<file path="src/pkg/scan_path_consts.vh">
// constants for the boundary scan data path
`ifndef SCAN_PATH_CONSTS_VH
`define SCAN_PATH_CONSTS_VH
`define IR_WIDTH 6
`define IR_EXTEST 6'h00
`define IR_SAMPLE 6'h01
`define IR_IDCODE 6'h02
`define IR_HIGHZ 6'h03
`define IR_CAPTURE_VALUE 6'h2D
`define IR_CLAMP 6'h3E
`define IR_BYPASS 6'h3F
`define IR_RESET_VALUE `IR_IDCODE
`define IDCODE_WIDTH 32
`define IDCODE_VALUE 32'h1234_5679 // arbitrary identity value, names no maker or part
`define BYPASS_CAPTURE 1'b0
`define N_LANES 24
`define N_ADDR 8
`define N_STRAP 11
`define N_BIDIR 15
`define N_IN_CELLS 67
`define TX_BASE 67
`define BIDIR_BASE 91
`define N_UPD_CELLS 54
`define CHAIN_LEN 121
`define TDO_FIFO_WIDTH 1
`define TDO_FIFO_DEPTH 32
`define TDO_FIFO_AW 5
`endif

</file>
<file path="src/hdl/bit_fifo.v">
// small synchronous fifo with valid and ready on both sides
`timescale 1ns/1ps
`default_nettype none
module bit_fifo #(
	parameter WIDTH = 1,
	parameter DEPTH = 32,
	parameter AW = 5
) (
	input wire ref_clk, // system clock
	input wire rst_n, // synchronous reset, active low
	input wire in_valid, // write request
	output wire in_ready, // room for a word
	input wire [WIDTH-1:0] in_data, // word written
	output wire out_valid, // word available
	input wire out_ready, // reader takes the word
	output wire [WIDTH-1:0] out_data // oldest word
);
	reg [WIDTH-1:0] mem [0:DEPTH-1];
	reg [AW:0] wptr_r;
	reg [AW:0] rptr_r;
	wire full;
	wire empty;
	assign empty = (wptr_r == rptr_r);
	assign full = (wptr_r[AW] != rptr_r[AW]) && (wptr_r[AW-1:0] == rptr_r[AW-1:0]);
	assign in_ready = ~full;
	assign out_valid = ~empty;
	assign out_data = mem[rptr_r[AW-1:0]];
	always @(posedge ref_clk) begin
		if (in_valid && !full)
			mem[wptr_r[AW-1:0]] <= in_data;
	end
	always @(posedge ref_clk) begin
		if (!rst_n) begin
			wptr_r <= {(AW+1){1'b0}};
			rptr_r <= {(AW+1){1'b0}};
		end else begin
			if (in_valid && !full)
				wptr_r <= wptr_r + 1'b1;
			if (out_ready && !empty)
				rptr_r <= rptr_r + 1'b1;
		end
	end
endmodule // bit_fifo
`default_nettype wire

</file>
<file path="src/hdl/boundary_scan_data_path.v">
// boundary scan tap, data registers and pin cells, oversampling the test clock
`timescale 1ns/1ps
`default_nettype none
`include "scan_path_consts.vh"
module boundary_scan_data_path (
	input wire ref_clk, // 200 MHz sampling clock
	input wire rst_n, // synchronous reset, active low
	input wire tck, // test clock pin
	input wire tms, // test mode select pin
	input wire tdi, // test data in pin
	input wire trst_n, // test reset pin, active low
	output reg tdo_r, // test data out
	output reg tdo_oe_r, // test data out enable
	input wire [23:0] lane_receive_positive, // receive lanes, positive
	input wire [23:0] lane_receive_negative, // receive lanes, negative
	input wire [7:0] mgmt_addr_pin, // management bus address straps
	input wire [10:0] strap_pin, // system strap and mode pins
	input wire [23:0] core_tx_data, // core transmit value per pair
	output reg [23:0] lane_transmit_positive, // transmit lanes, positive
	output reg [23:0] lane_transmit_negative, // transmit lanes, negative
	input wire [14:0] core_bidir_out, // core data to two-way pads
	input wire [14:0] core_bidir_oe, // core enable for two-way pads
	input wire [14:0] bidir_pad_in, // two-way pad level
	output reg [14:0] bidir_pad_out, // two-way pad drive value
	output reg [14:0] bidir_pad_oe, // two-way pad output enable
	output reg [14:0] core_bidir_in // synchronised pad level to core
);
	localparam [15:0] S_RESET = 16'h0001, S_IDLE = 16'h0002, S_SEL_DR = 16'h0004;
	localparam [15:0] S_CAP_DR = 16'h0008, S_SH_DR = 16'h0010, S_EX1_DR = 16'h0020;
	localparam [15:0] S_PA_DR = 16'h0040, S_EX2_DR = 16'h0080, S_UP_DR = 16'h0100;
	localparam [15:0] S_SEL_IR = 16'h0200, S_CAP_IR = 16'h0400, S_SH_IR = 16'h0800;
	localparam [15:0] S_EX1_IR = 16'h1000, S_PA_IR = 16'h2000, S_EX2_IR = 16'h4000;
	localparam [15:0] S_UP_IR = 16'h8000;
	localparam NPIN = 3 + 24 + 24 + 8 + 11 + 15;

	// pin side inputs cross into ref_clk through two flops; only stage two is read
	wire [NPIN-1:0] raw_in;
	reg [NPIN-1:0] s1_r;
	reg [NPIN-1:0] s2_r;
	assign raw_in = {tck, tms, tdi, lane_receive_positive, lane_receive_negative,
		mgmt_addr_pin, strap_pin, bidir_pad_in};
	always @(posedge ref_clk) begin
		if (!rst_n) begin
			s1_r <= {NPIN{1'b0}};
			s2_r <= {NPIN{1'b0}};
		end else begin
			s1_r <= raw_in;
			s2_r <= s1_r;
		end
	end
	reg trst_s1_r;
	reg trst_s2_r;
	always @(posedge ref_clk) begin
		if (!rst_n) begin
			trst_s1_r <= 1'b0;
			trst_s2_r <= 1'b0;
		end else begin
			trst_s1_r <= trst_n;
			trst_s2_r <= trst_s1_r;
		end
	end
	wire tck_s = s2_r[NPIN-1];
	wire tms_s = s2_r[NPIN-2];
	wire tdi_s = s2_r[NPIN-3];
	wire [14:0] pad_s = s2_r[14:0];
	wire [`N_IN_CELLS-1:0] in_cells = s2_r[NPIN-4:15];
	reg tck_d_r;
	always @(posedge ref_clk) begin
		if (!rst_n)
			tck_d_r <= 1'b0;
		else
			tck_d_r <= tck_s;
	end
	wire tck_rise = tck_s & ~tck_d_r;
	wire tck_fall = ~tck_s & tck_d_r;

	// tap controller
	reg [15:0] st_r;
	reg [15:0] st_nxt;
	always @* begin
		case (st_r)
		S_RESET: st_nxt = tms_s ? S_RESET : S_IDLE;
		S_IDLE: st_nxt = tms_s ? S_SEL_DR : S_IDLE;
		S_SEL_DR: st_nxt = tms_s ? S_SEL_IR : S_CAP_DR;
		S_CAP_DR: st_nxt = tms_s ? S_EX1_DR : S_SH_DR;
		S_SH_DR: st_nxt = tms_s ? S_EX1_DR : S_SH_DR;
		S_EX1_DR: st_nxt = tms_s ? S_UP_DR : S_PA_DR;
		S_PA_DR: st_nxt = tms_s ? S_EX2_DR : S_PA_DR;
		S_EX2_DR: st_nxt = tms_s ? S_UP_DR : S_SH_DR;
		S_UP_DR: st_nxt = tms_s ? S_SEL_DR : S_IDLE;
		S_SEL_IR: st_nxt = tms_s ? S_RESET : S_CAP_IR;
		S_CAP_IR: st_nxt = tms_s ? S_EX1_IR : S_SH_IR;
		S_SH_IR: st_nxt = tms_s ? S_EX1_IR : S_SH_IR;
		S_EX1_IR: st_nxt = tms_s ? S_UP_IR : S_PA_IR;
		S_PA_IR: st_nxt = tms_s ? S_EX2_IR : S_PA_IR;
		S_EX2_IR: st_nxt = tms_s ? S_UP_IR : S_SH_IR;
		S_UP_IR: st_nxt = tms_s ? S_SEL_DR : S_IDLE;
		default: st_nxt = S_RESET;
		endcase
	end
	always @(posedge ref_clk) begin
		if (!rst_n)
			st_r <= S_RESET;
		else if (!trst_s2_r)
			st_r <= S_RESET;
		else if (tck_rise)
			st_r <= st_nxt;
	end

	// instruction register: shift on rise, take effect on the falling edge of update
	reg [`IR_WIDTH-1:0] ir_sh_r;
	reg [`IR_WIDTH-1:0] ir_r;
	wire sel_bscan = (ir_r == `IR_EXTEST) || (ir_r == `IR_SAMPLE);
	wire sel_id = (ir_r == `IR_IDCODE);
	wire sel_bypass = !sel_bscan && !sel_id;
	wire extest = (ir_r == `IR_EXTEST);
	wire drive_latched = extest || (ir_r == `IR_CLAMP);
	wire highz = (ir_r == `IR_HIGHZ);

	// data registers
	reg bypass_r;
	reg [`IDCODE_WIDTH-1:0] id_r;
	reg [`CHAIN_LEN-1:0] chain_r;
	reg [`N_UPD_CELLS-1:0] upd_r;
	wire [14:0] upd_oe;
	wire [14:0] upd_dat;
	wire [14:0] eff_oe;
	wire [`N_UPD_CELLS-1:0] cap_upd;
	genvar g;
	generate
		for (g = 0; g < `N_BIDIR; g = g + 1) begin : bidir_cells
			assign upd_oe[g] = upd_r[`N_LANES + 2*g];
			assign upd_dat[g] = upd_r[`N_LANES + 2*g + 1];
			assign eff_oe[g] = drive_latched ? upd_oe[g] : core_bidir_oe[g];
			assign cap_upd[`N_LANES + 2*g] = eff_oe[g];
			// pad value when tri-stated or under external test, else core data
			assign cap_upd[`N_LANES + 2*g + 1] = (!extest && eff_oe[g]) ?
				core_bidir_out[g] : pad_s[g];
		end
	endgenerate
	assign cap_upd[`N_LANES-1:0] = core_tx_data;
	// input cells only observe, so they have no update stage
	wire [`CHAIN_LEN-1:0] chain_cap = {cap_upd, in_cells};

	wire sh_dr = (st_r == S_SH_DR);
	wire sh_ir = (st_r == S_SH_IR);
	wire dr_lsb = sel_bscan ? chain_r[0] : (sel_id ? id_r[0] : bypass_r);
	wire out_bit = sh_ir ? ir_sh_r[0] : dr_lsb;
	wire fifo_in_ready;
	wire fifo_out_valid;
	wire [0:0] fifo_out_data;

	always @(posedge ref_clk) begin
		if (!rst_n || !trst_s2_r) begin
			ir_sh_r <= {`IR_WIDTH{1'b0}};
			ir_r <= `IR_RESET_VALUE;
			bypass_r <= 1'b0;
			id_r <= {`IDCODE_WIDTH{1'b0}};
			chain_r <= {`CHAIN_LEN{1'b0}};
			upd_r <= {`N_UPD_CELLS{1'b0}};
		end else if (tck_rise && fifo_in_ready) begin
			case (st_r)
			S_CAP_IR: ir_sh_r <= `IR_CAPTURE_VALUE;
			S_SH_IR: ir_sh_r <= {tdi_s, ir_sh_r[`IR_WIDTH-1:1]};
			S_CAP_DR: begin
				if (sel_bypass)
					bypass_r <= `BYPASS_CAPTURE;
				if (sel_id)
					id_r <= `IDCODE_VALUE;
				if (sel_bscan)
					chain_r <= chain_cap;
			end
			S_SH_DR: begin
				if (sel_bypass)
					bypass_r <= tdi_s;
				if (sel_id)
					id_r <= {tdi_s, id_r[`IDCODE_WIDTH-1:1]};
				if (sel_bscan)
					chain_r <= {tdi_s, chain_r[`CHAIN_LEN-1:1]};
			end
			default: ;
			endcase
		end else if (tck_fall) begin
			if (st_r == S_RESET)
				ir_r <= `IR_RESET_VALUE;
			else if (st_r == S_UP_IR)
				ir_r <= ir_sh_r;
			if (st_r == S_UP_DR && sel_bscan)
				upd_r <= chain_r[`CHAIN_LEN-1:`TX_BASE];
		end
	end

	// tdo bits queue in the fifo at the falling edge and leave it one clock later
	bit_fifo #(
		.WIDTH(`TDO_FIFO_WIDTH),
		.DEPTH(`TDO_FIFO_DEPTH),
		.AW(`TDO_FIFO_AW)
	) tdo_fifo (
		.ref_clk(ref_clk),
		.rst_n(rst_n),
		.in_valid(tck_fall && (sh_dr || sh_ir)),
		.in_ready(fifo_in_ready),
		.in_data(out_bit),
		.out_valid(fifo_out_valid),
		.out_ready(1'b1),
		.out_data(fifo_out_data)
	);
	always @(posedge ref_clk) begin
		if (!rst_n) begin
			tdo_r <= 1'b0;
			tdo_oe_r <= 1'b0;
		end else begin
			if (fifo_out_valid)
				tdo_r <= fifo_out_data[0];
			// test reset can strike with tck stopped, so it cannot wait for a fall
			if (!trst_s2_r)
				tdo_oe_r <= 1'b0;
			else if (tck_fall)
				tdo_oe_r <= sh_dr || sh_ir;
		end
	end

	// pin drivers: latched values under external test or clamp, pad enables off under highz, else straight from core
	wire [14:0] pad_out_nxt = drive_latched ? upd_dat : core_bidir_out;
	wire [14:0] pad_oe_nxt = highz ? 15'h0000 : eff_oe;
	wire [23:0] tx_nxt = drive_latched ? upd_r[`N_LANES-1:0] : core_tx_data;
	always @(posedge ref_clk) begin
		if (!rst_n) begin
			lane_transmit_positive <= 24'h00_0000;
			lane_transmit_negative <= 24'hFF_FFFF;
			bidir_pad_out <= 15'h0000;
			bidir_pad_oe <= 15'h0000;
			core_bidir_in <= 15'h0000;
		end else begin
			lane_transmit_positive <= tx_nxt;
			lane_transmit_negative <= ~tx_nxt; // one data cell per pair
			bidir_pad_out <= pad_out_nxt;
			bidir_pad_oe <= pad_oe_nxt;
			core_bidir_in <= pad_s;
		end
	end
endmodule // boundary_scan_data_path
`default_nettype wire

</file>
<file path="config.mk">
export PLATFORM = sky130hd
export DESIGN_NAME = boundary_scan_data_path
export DESIGN_NICKNAME = d
export VERILOG_FILES = /design/src/hdl/bit_fifo.v /design/src/hdl/boundary_scan_data_path.v
export VERILOG_INCLUDE_DIRS = /design/src /design/src/pkg
export SDC_FILE = /design/constraint.sdc
export NUM_CORES = 1
export LEC_CHECK = 0
export ABC_CLOCK_PERIOD_IN_PS = 3310
export BUFFER_PORTS_ARGS = -buffer_cell sky130_fd_sc_hd__buf_4
export CORE_MARGIN = 1.5
export CORE_UTILIZATION = 58
export CTS_CLUSTER_DIAMETER = 40
export DETAILED_ROUTE_END_ITERATION = 7
export HOLD_SLACK_MARGIN = 0.15
export PLACE_DENSITY = 0.86
export SLEW_MARGIN = 20
export SYNTH_ARGS = -nofsm -noshare
export SYNTH_HDL_FRONTEND = slang
export SYNTH_HIERARCHICAL = 1
export SYNTH_SLANG_ARGS = --single-unit
export TNS_END_PERCENT = 1
</file>
<file path="constraint.sdc">
create_clock -name ref_clk -period 3.31 [get_ports ref_clk]
set_input_delay 0 -clock ref_clk [delete_from_list [all_inputs] [get_ports ref_clk]]
set_output_delay 0 -clock ref_clk [all_outputs]
set_load 0.01 [all_outputs]
</file>
==> results.tsv, run 1 <==
metric	value	unit
die_h	189.7	µm
min_period_over_period	97.60	%
layout.nets	2663	
tightest_slew	0.9292	ns
post-dp-hpwl	30180	µm
worst_path_largest_cell_delay	0.69	ns
clockBufferDepth	3	
layout_min_cycle_time	3.231	ns
skew	0.02206	ns
async_reset_ff_share	0	%
power_density	547.9	nW/µm²
clk_pin_slew_worst_paths	0.06	ns
outcome	completed	
cts_tree	yes	
ir_worst_vdd	517.9	µV
finalSetupViolCount	0	
crit_path_end_kind	flip-flop	
hold_viol_final	0	
top_usage_layer	met2	
antenna_found_initial	10	
worstPathArrival	3.77	ns
overflow	0	
place_area	22240	µm²
yosysWarnings	6	
leakage	10.12	nW
start_util	58.66	%
synthDistinctLibCells	68	
nFillCells	2019	
use_met2	54.83	%
drcViolationCount	0	
die_w	189.7	µm
place.gp.congestion	0.9059	
syn-cell-area	20210	µm²
grt.total_usage	31.09	%
route.vias.total	17250	
cts-root-buf	clkbuf_16	
holdWs	0.1590	ns
drive_above_1_share	16.21	%
wl_per_cell	18.89	µm
worstSkewPairLatency	0.60	ns
fmax	0.3095	GHz
synth_edf_count	32	
final_area	26260	µm²
avgSynthCellArea	9.405	µm²
first_global_vias	17020	
cts_buffers	58	
grt_max_degree	159	
synth_cells	2149	
finalWirelength	57190	µm
core	34460	µm²
die-area	35980	µm²
cts.sinks	553	
crit_type	reg -> reg	
grt_util_met1	35.85	%
ant_nets	0	
worst_hold_path_type	in -> reg	
viasPerCell	5.697	
worstSetupStartpointType	flip-flop	
ys_ff_latch	553	
worst-path-max-fanout	9	
first_iter_violations	1404	
slew_headroom	37.97	%
rsz0062_at_grt	false	
drtPass1Iterations	6	
cp_slowest_cell	or4_1	
cap_viol_max_count	0	
grt_pass1_wl	89120	µm
ioPinCount	237	
drv_slew	0	
area_growth_syn_to_layout	29.92	%
met3_usage	6.161	%
path_cells	or4_1, o22a_1, nor2_1, buf_4, nand2_1, a21boi_0, dlygate4sd3_1	
cts_htree_levels	2	
numPortBuffers	236	
synth-seq-area-share	56.36	%
tns	0	ns
row_count	68	
synth_ff_type	dfxtp_1	
cp.required	3.85	ns
cts_setup_buffers	0	
==> final cells by class <==
type | instances | area [µm²] | area share (%)
antenna | 7 | 17.52 | 0.06671
clock buffer | 75 | 1647 | 6.271
clock inverter | 35 | 382.9 | 1.458
inverter | 29 | 108.9 | 0.4145
multi-input combinational | 1411 | 8112 | 30.89
sequential | 553 | 11390 | 43.38
tap | 455 | 569.3 | 2.168
timing repair buffer | 463 | 4031 | 15.35
==> sequential cells by signal, indices dropped and copies added, names as in the netlist, 6 cells and up, named ones only <==
signal / cells
chain_r: 121
id_r: 32
core_bidir_in: 15
tdo_fifo/rptr_r: 6
tdo_fifo/wptr_r: 6
lane_transmit_negative: 24
ir_r: 6
s1_r: 85
s2_r: 85
st_r: 16
ir_sh_r: 6
bidir_pad_oe: 15
tdo_fifo/mem: 32
bidir_pad_out: 15
upd_r: 54
lane_transmit_positive: 24
==> cells in the mapped netlist, types with 3 or more instances <==
cell | instances | area share, %
nand3b_1 | 3 | 0.11
inv_1 | 29 | 0.54
a211oi_1 | 15 | 0.56
o211ai_1 | 16 | 0.59
clkbuf_1 | 116 | 2.2
xnor2_1 | 8 | 0.35
and3_1 | 9 | 0.28
nor4_1 | 8 | 0.25
ha_1 | 5 | 0.31
nand4b_1 | 4 | 0.17
nor2_1 | 201 | 3.7
a311oi_1 | 91 | 3.9
a31oi_1 | 10 | 0.31
a22oi_1 | 9 | 0.33
xnor2_2 | 3 | 0.24
a2bb2oi_1 | 5 | 0.22
mux2i_1 | 54 | 2.7
or2_2 | 3 | 0.093
edfxtp_1 | 32 | 4.8
nand3_1 | 54 | 1.3
buf_6 | 3 | 0.17
mux2i_4 | 10 | 1.1
nor4b_1 | 3 | 0.13
o21ai_0 | 13 | 0.32
buf_1 | 3 | 0.056
nand2_1 | 390 | 7.2
nor3_1 | 40 | 0.99
or3_1 | 10 | 0.31
nand2b_1 | 36 | 1.1
a21boi_0 | 15 | 0.56
xor2_1 | 6 | 0.26
and2_1 | 203 | 6.3
a31o_1 | 10 | 0.43
a31o_2 | 4 | 0.17
buf_2 | 36 | 0.89
nor2b_1 | 7 | 0.22
dfxtp_1 | 521 | 52
nand4_1 | 16 | 0.50
a21oi_1 | 109 | 2.7
==> cell usage in the layout, fill, tap and decap left out, types with 10 or more instances in the layout <==
cell,netlist,final
dfxtp_1,521,521
nand2_1,390,389
buf_4,0,262
and2_1,203,203
nor2_1,201,201
dlygate4sd3_1,0,194
a21oi_1,109,109
a311oi_1,91,91
clkbuf_16,0,59
mux2i_1,54,54
nand3_1,54,52
nor3_1,40,39
nand2b_1,36,36
edfxtp_1,32,32
inv_1,29,29
nand4_1,16,16
o211ai_1,16,16
a211oi_1,15,15
a21boi_0,15,15
o21ai_0,13,13
clkinv_2,0,11
clkbuf_8,0,11
or3_1,10,10
a31oi_1,10,10
mux2i_4,10,10
a31o_1,10,10
==> routing by layer <==
layer,vias up,share of wire [%],wire length (µm)
met4,6,5.2,2958
met2,848,50,28760
li1,7998,-,-
met3,257,7.7,4384
met1,8143,37,21060
met5,-,0.047,27
==> what timing repair did <==
action,CTS,global route
hold buffers,194,0
gates resized for setup,0,1
endpoints found under the setup margin,0,4
hold endpoints to repair,258,0
==> cell families (layout without fill, tap and decap cells) <==
| family | Yosys count | in the layout | synth area share [%] |
|---|---|---|---|
| simple gates | 1006 | 1006 | 23.81 |
| fa+ha+maj | 5 | 5 | 0.3095 |
| other cells | 1 | 10 | 0.01855 |
| flops | 553 | 553 | 56.36 |
| buf+inv | 187 | 602 | 3.807 |
| mux | 65 | 65 | 3.844 |
| compound gates | 315 | 315 | 11.01 |
| xor+xnor | 17 | 17 | 0.8481 |
==> through the flow <==
stage / power, mW / cells / util [%] / worst slack, ns
floorplan: 7.263 / 2151 / - / 0.5613
global placement: 7.551 / 2716 / 64.55 / 0.4960
detailed placement: 7.563 / 2716 / 64.55 / 0.3877
CTS: 14.34 / 3020 / 76.07 / 0.1262
global route: 14.77 / 3026 / 76.19 / 0.07298
finish: 14.39 / 3028 / 76.21 / 0.07931
==> power breakdown <==
part	switching [mW]	leakage [nW]	internal (mW)
clock network	2.78	1.01	3.95
logic	0.312	4.63	0.417
registers	0.0624	4.48	6.86
==> path summary, 6_finish.rpt <==
check	startpoint	to	slack, ns	cells after the start
max	ir_r[5]$_SDFFE_PN0P_	bidir_pad_out[7]$_SDFF_PN0_	0.08	7
min	lane_receive_positive[1]	s1_r[59]$_SDFF_PN0_	0.16	3
max reg2reg	ir_r[5]$_SDFFE_PN0P_	bidir_pad_out[7]$_SDFF_PN0_	0.08	7
min reg2reg	s1_r[69]$_SDFF_PN0_	s2_r[69]$_SDFF_PN0_	0.43	1
==> critical path, delay by kind of cell, from the launching register on <==
family	cells	cell delay, ns
buf+inv	2	0.90
flops	1	0.32
simple gates	3	1.45
compound gates	2	0.50
Power figures use the tool's default switching activity.
==> run 2, diff against run 1 <==
- PLACE_DENSITY: 0.86 -> 0.79
==> run 2 against run 1 <==
Net effect: hold slack gained 0.0060 ns; non-clock buffer count grew 7; setup slack better by 0.13 ns; clock power fell by 1%; critical endpoint is now tdo_fifo/mem[13]$_DFFE_PP_; largest power group unchanged.
==> results.tsv, run 2 (synthesis gave the netlist of run 1 again) <==
metric	value	unit
outcome	completed	
slew_headroom	32.57	%
skew	0.02236	ns
finalWirelength	55040	µm
start_util	58.66	%
crit_type	reg -> reg	
numPortBuffers	236	
worst-path-max-fanout	9	
cts_htree_levels	2	
worstSkewPairLatency	0.60	ns
die-area	35980	µm²
layout_min_cycle_time	3.101	ns
ioPinCount	237	
first_iter_violations	1437	
finalSetupViolCount	0	
leakage	10.11	nW
cts_buffers	60	
cts_tree	yes	
fmax	0.3225	GHz
n_antenna_cell	0	
worstPathArrival	3.39	ns
clk_pin_slew_worst_paths	0.06	ns
overflow	0	
largestRegisters	chain_r: 121 flops, s1_r: 85 flops, s2_r: 85 flops	
first_global_vias	16910	
viasPerCell	5.573	
grt_pass1_wl	87060	µm
drcViolationCount	0	
fin_total_pwr	14.31	mW
clockBufferDepth	3	
final_cell_mix	dfxtp_1, nand2_1, buf_4	
tightest_slew	1.011	ns
reg2reg_from	st_r[0]$_SDFFE_PN1P_	
ff_latch_area	11390	µm²
drv_slew	0	
power_density	544.4	nW/µm²
cts.sinks	553	
antenna_found_initial	1	
holdWs	0.1650	ns
worst_hold_path_type	in -> reg	
die_w	189.7	µm
tns	0	ns
cap_viol_max_count	0	
drtPass1Iterations	5	
regMostFlops	chain_r	
hold_viol_final	0	
core	34460	µm²
layout.cells.most_common	dfxtp_1	
grt_max_degree	209	
rsz0062_at_grt	false	
cp.required	3.60	ns
row_count	68	
die_h	189.7	µm
crit_path_end_kind	flip-flop	
min_from	lane_receive_positive[8]	
route.vias.total	16870	
drive_above_1_share	15.90	%
crit_start	st_r[0]$_SDFFE_PN1P_	
final_area	26290	µm²
grt.total_usage	30.11	%
place_area	22210	µm²
post-dp-hpwl	30290	µm
wl_per_cell	18.18	µm
place.gp.congestion	0.8978	
worstSetupStartpointType	flip-flop	
layout.nets	2672	
ant_nets	0	
multi_input_area	8112	µm²
nFillCells	2165	
cts_setup_buffers	0	
cts-root-buf	clkbuf_16	
ir_worst_vdd	425.6	µV
min_period_over_period	93.69	%
largest_reg_flops	121	
area_growth_syn_to_layout	30.09	%
## run 2: cell count changes in the layout (fill, tap and decap cells not counted), moves of 3 or more
cell,change
clkbuf_1,+5
buf_4,-3
clkinvlp_4,+3
dlygate4sd3_1,+11
diode_2,-7
clkbuf_16,+3
clkinv_2,-3
## run 2: area by class of cell
type / instances / share of cell area [%]
flip-flops and latches: 553 / 43.32
multi-input cells: 1411 / 30.85
repair buffers: 470 / 15.62
clock buffers: 81 / 6.515
well taps: 455 / 2.165
clock inverters: 29 / 1.109
inverters: 29 / 0.4140
## run 2: path summary, 6_finish.rpt
kind         slack, ns  cells after the start                    endpoint
min               0.17                      3         s1_r[66]$_SDFF_PN0_
max               0.21                      7  tdo_fifo/mem[13]$_DFFE_PP_
min reg2reg       0.43                      1         s2_r[64]$_SDFF_PN0_
max reg2reg       0.21                      7  tdo_fifo/mem[13]$_DFFE_PP_
## run 2: report_power, final
| part | switching [mW] | internal (mW) | total, mW |
|---|---|---|---|
| Sequential | 0.0596 | 6.86 | 6.92 |
| Clock | 2.76 | 3.90 | 6.66 |
| Combinational | 0.306 | 0.426 | 0.731 |
## run 2: worst max-delay path, stage by stage, from the launching register on
cell and delay [ns]:
dfxtp_1 0.35, nor4_1 0.76, and3_1 0.37, nand4b_1 0.33
a21oi_1 0.30, o31a_2 0.27, nand2_1 0.23, nor2_1 0.21
## run 2: metrics by stage
step	util, %	std cells	setup slack, ns
floorplan	-	2151	0.5613
global placement	64.46	2712	0.5174
detailed placement	64.46	2712	0.3503
CTS	76.23	3027	0.07901
global route	76.30	3028	0.006251
finish	76.30	3028	0.2089
## run 2: what timing repair did
item                       in CTS  in global routing
setup endpoints to repair       0                  3
resized for setup               0                  1
hold buffers                  205                  0
hold endpoints to repair      243                  0
## run 2: layer usage
metal / GRT usage (%) / share of wire, % / wire [µm]
met2: 52.80 / 50 / 27540
met4: 12.55 / 3.7 / 2010
met3: 5.903 / 7.2 / 3972
met5: 0 / 0 / 0
met1: 36.06 / 39 / 21520
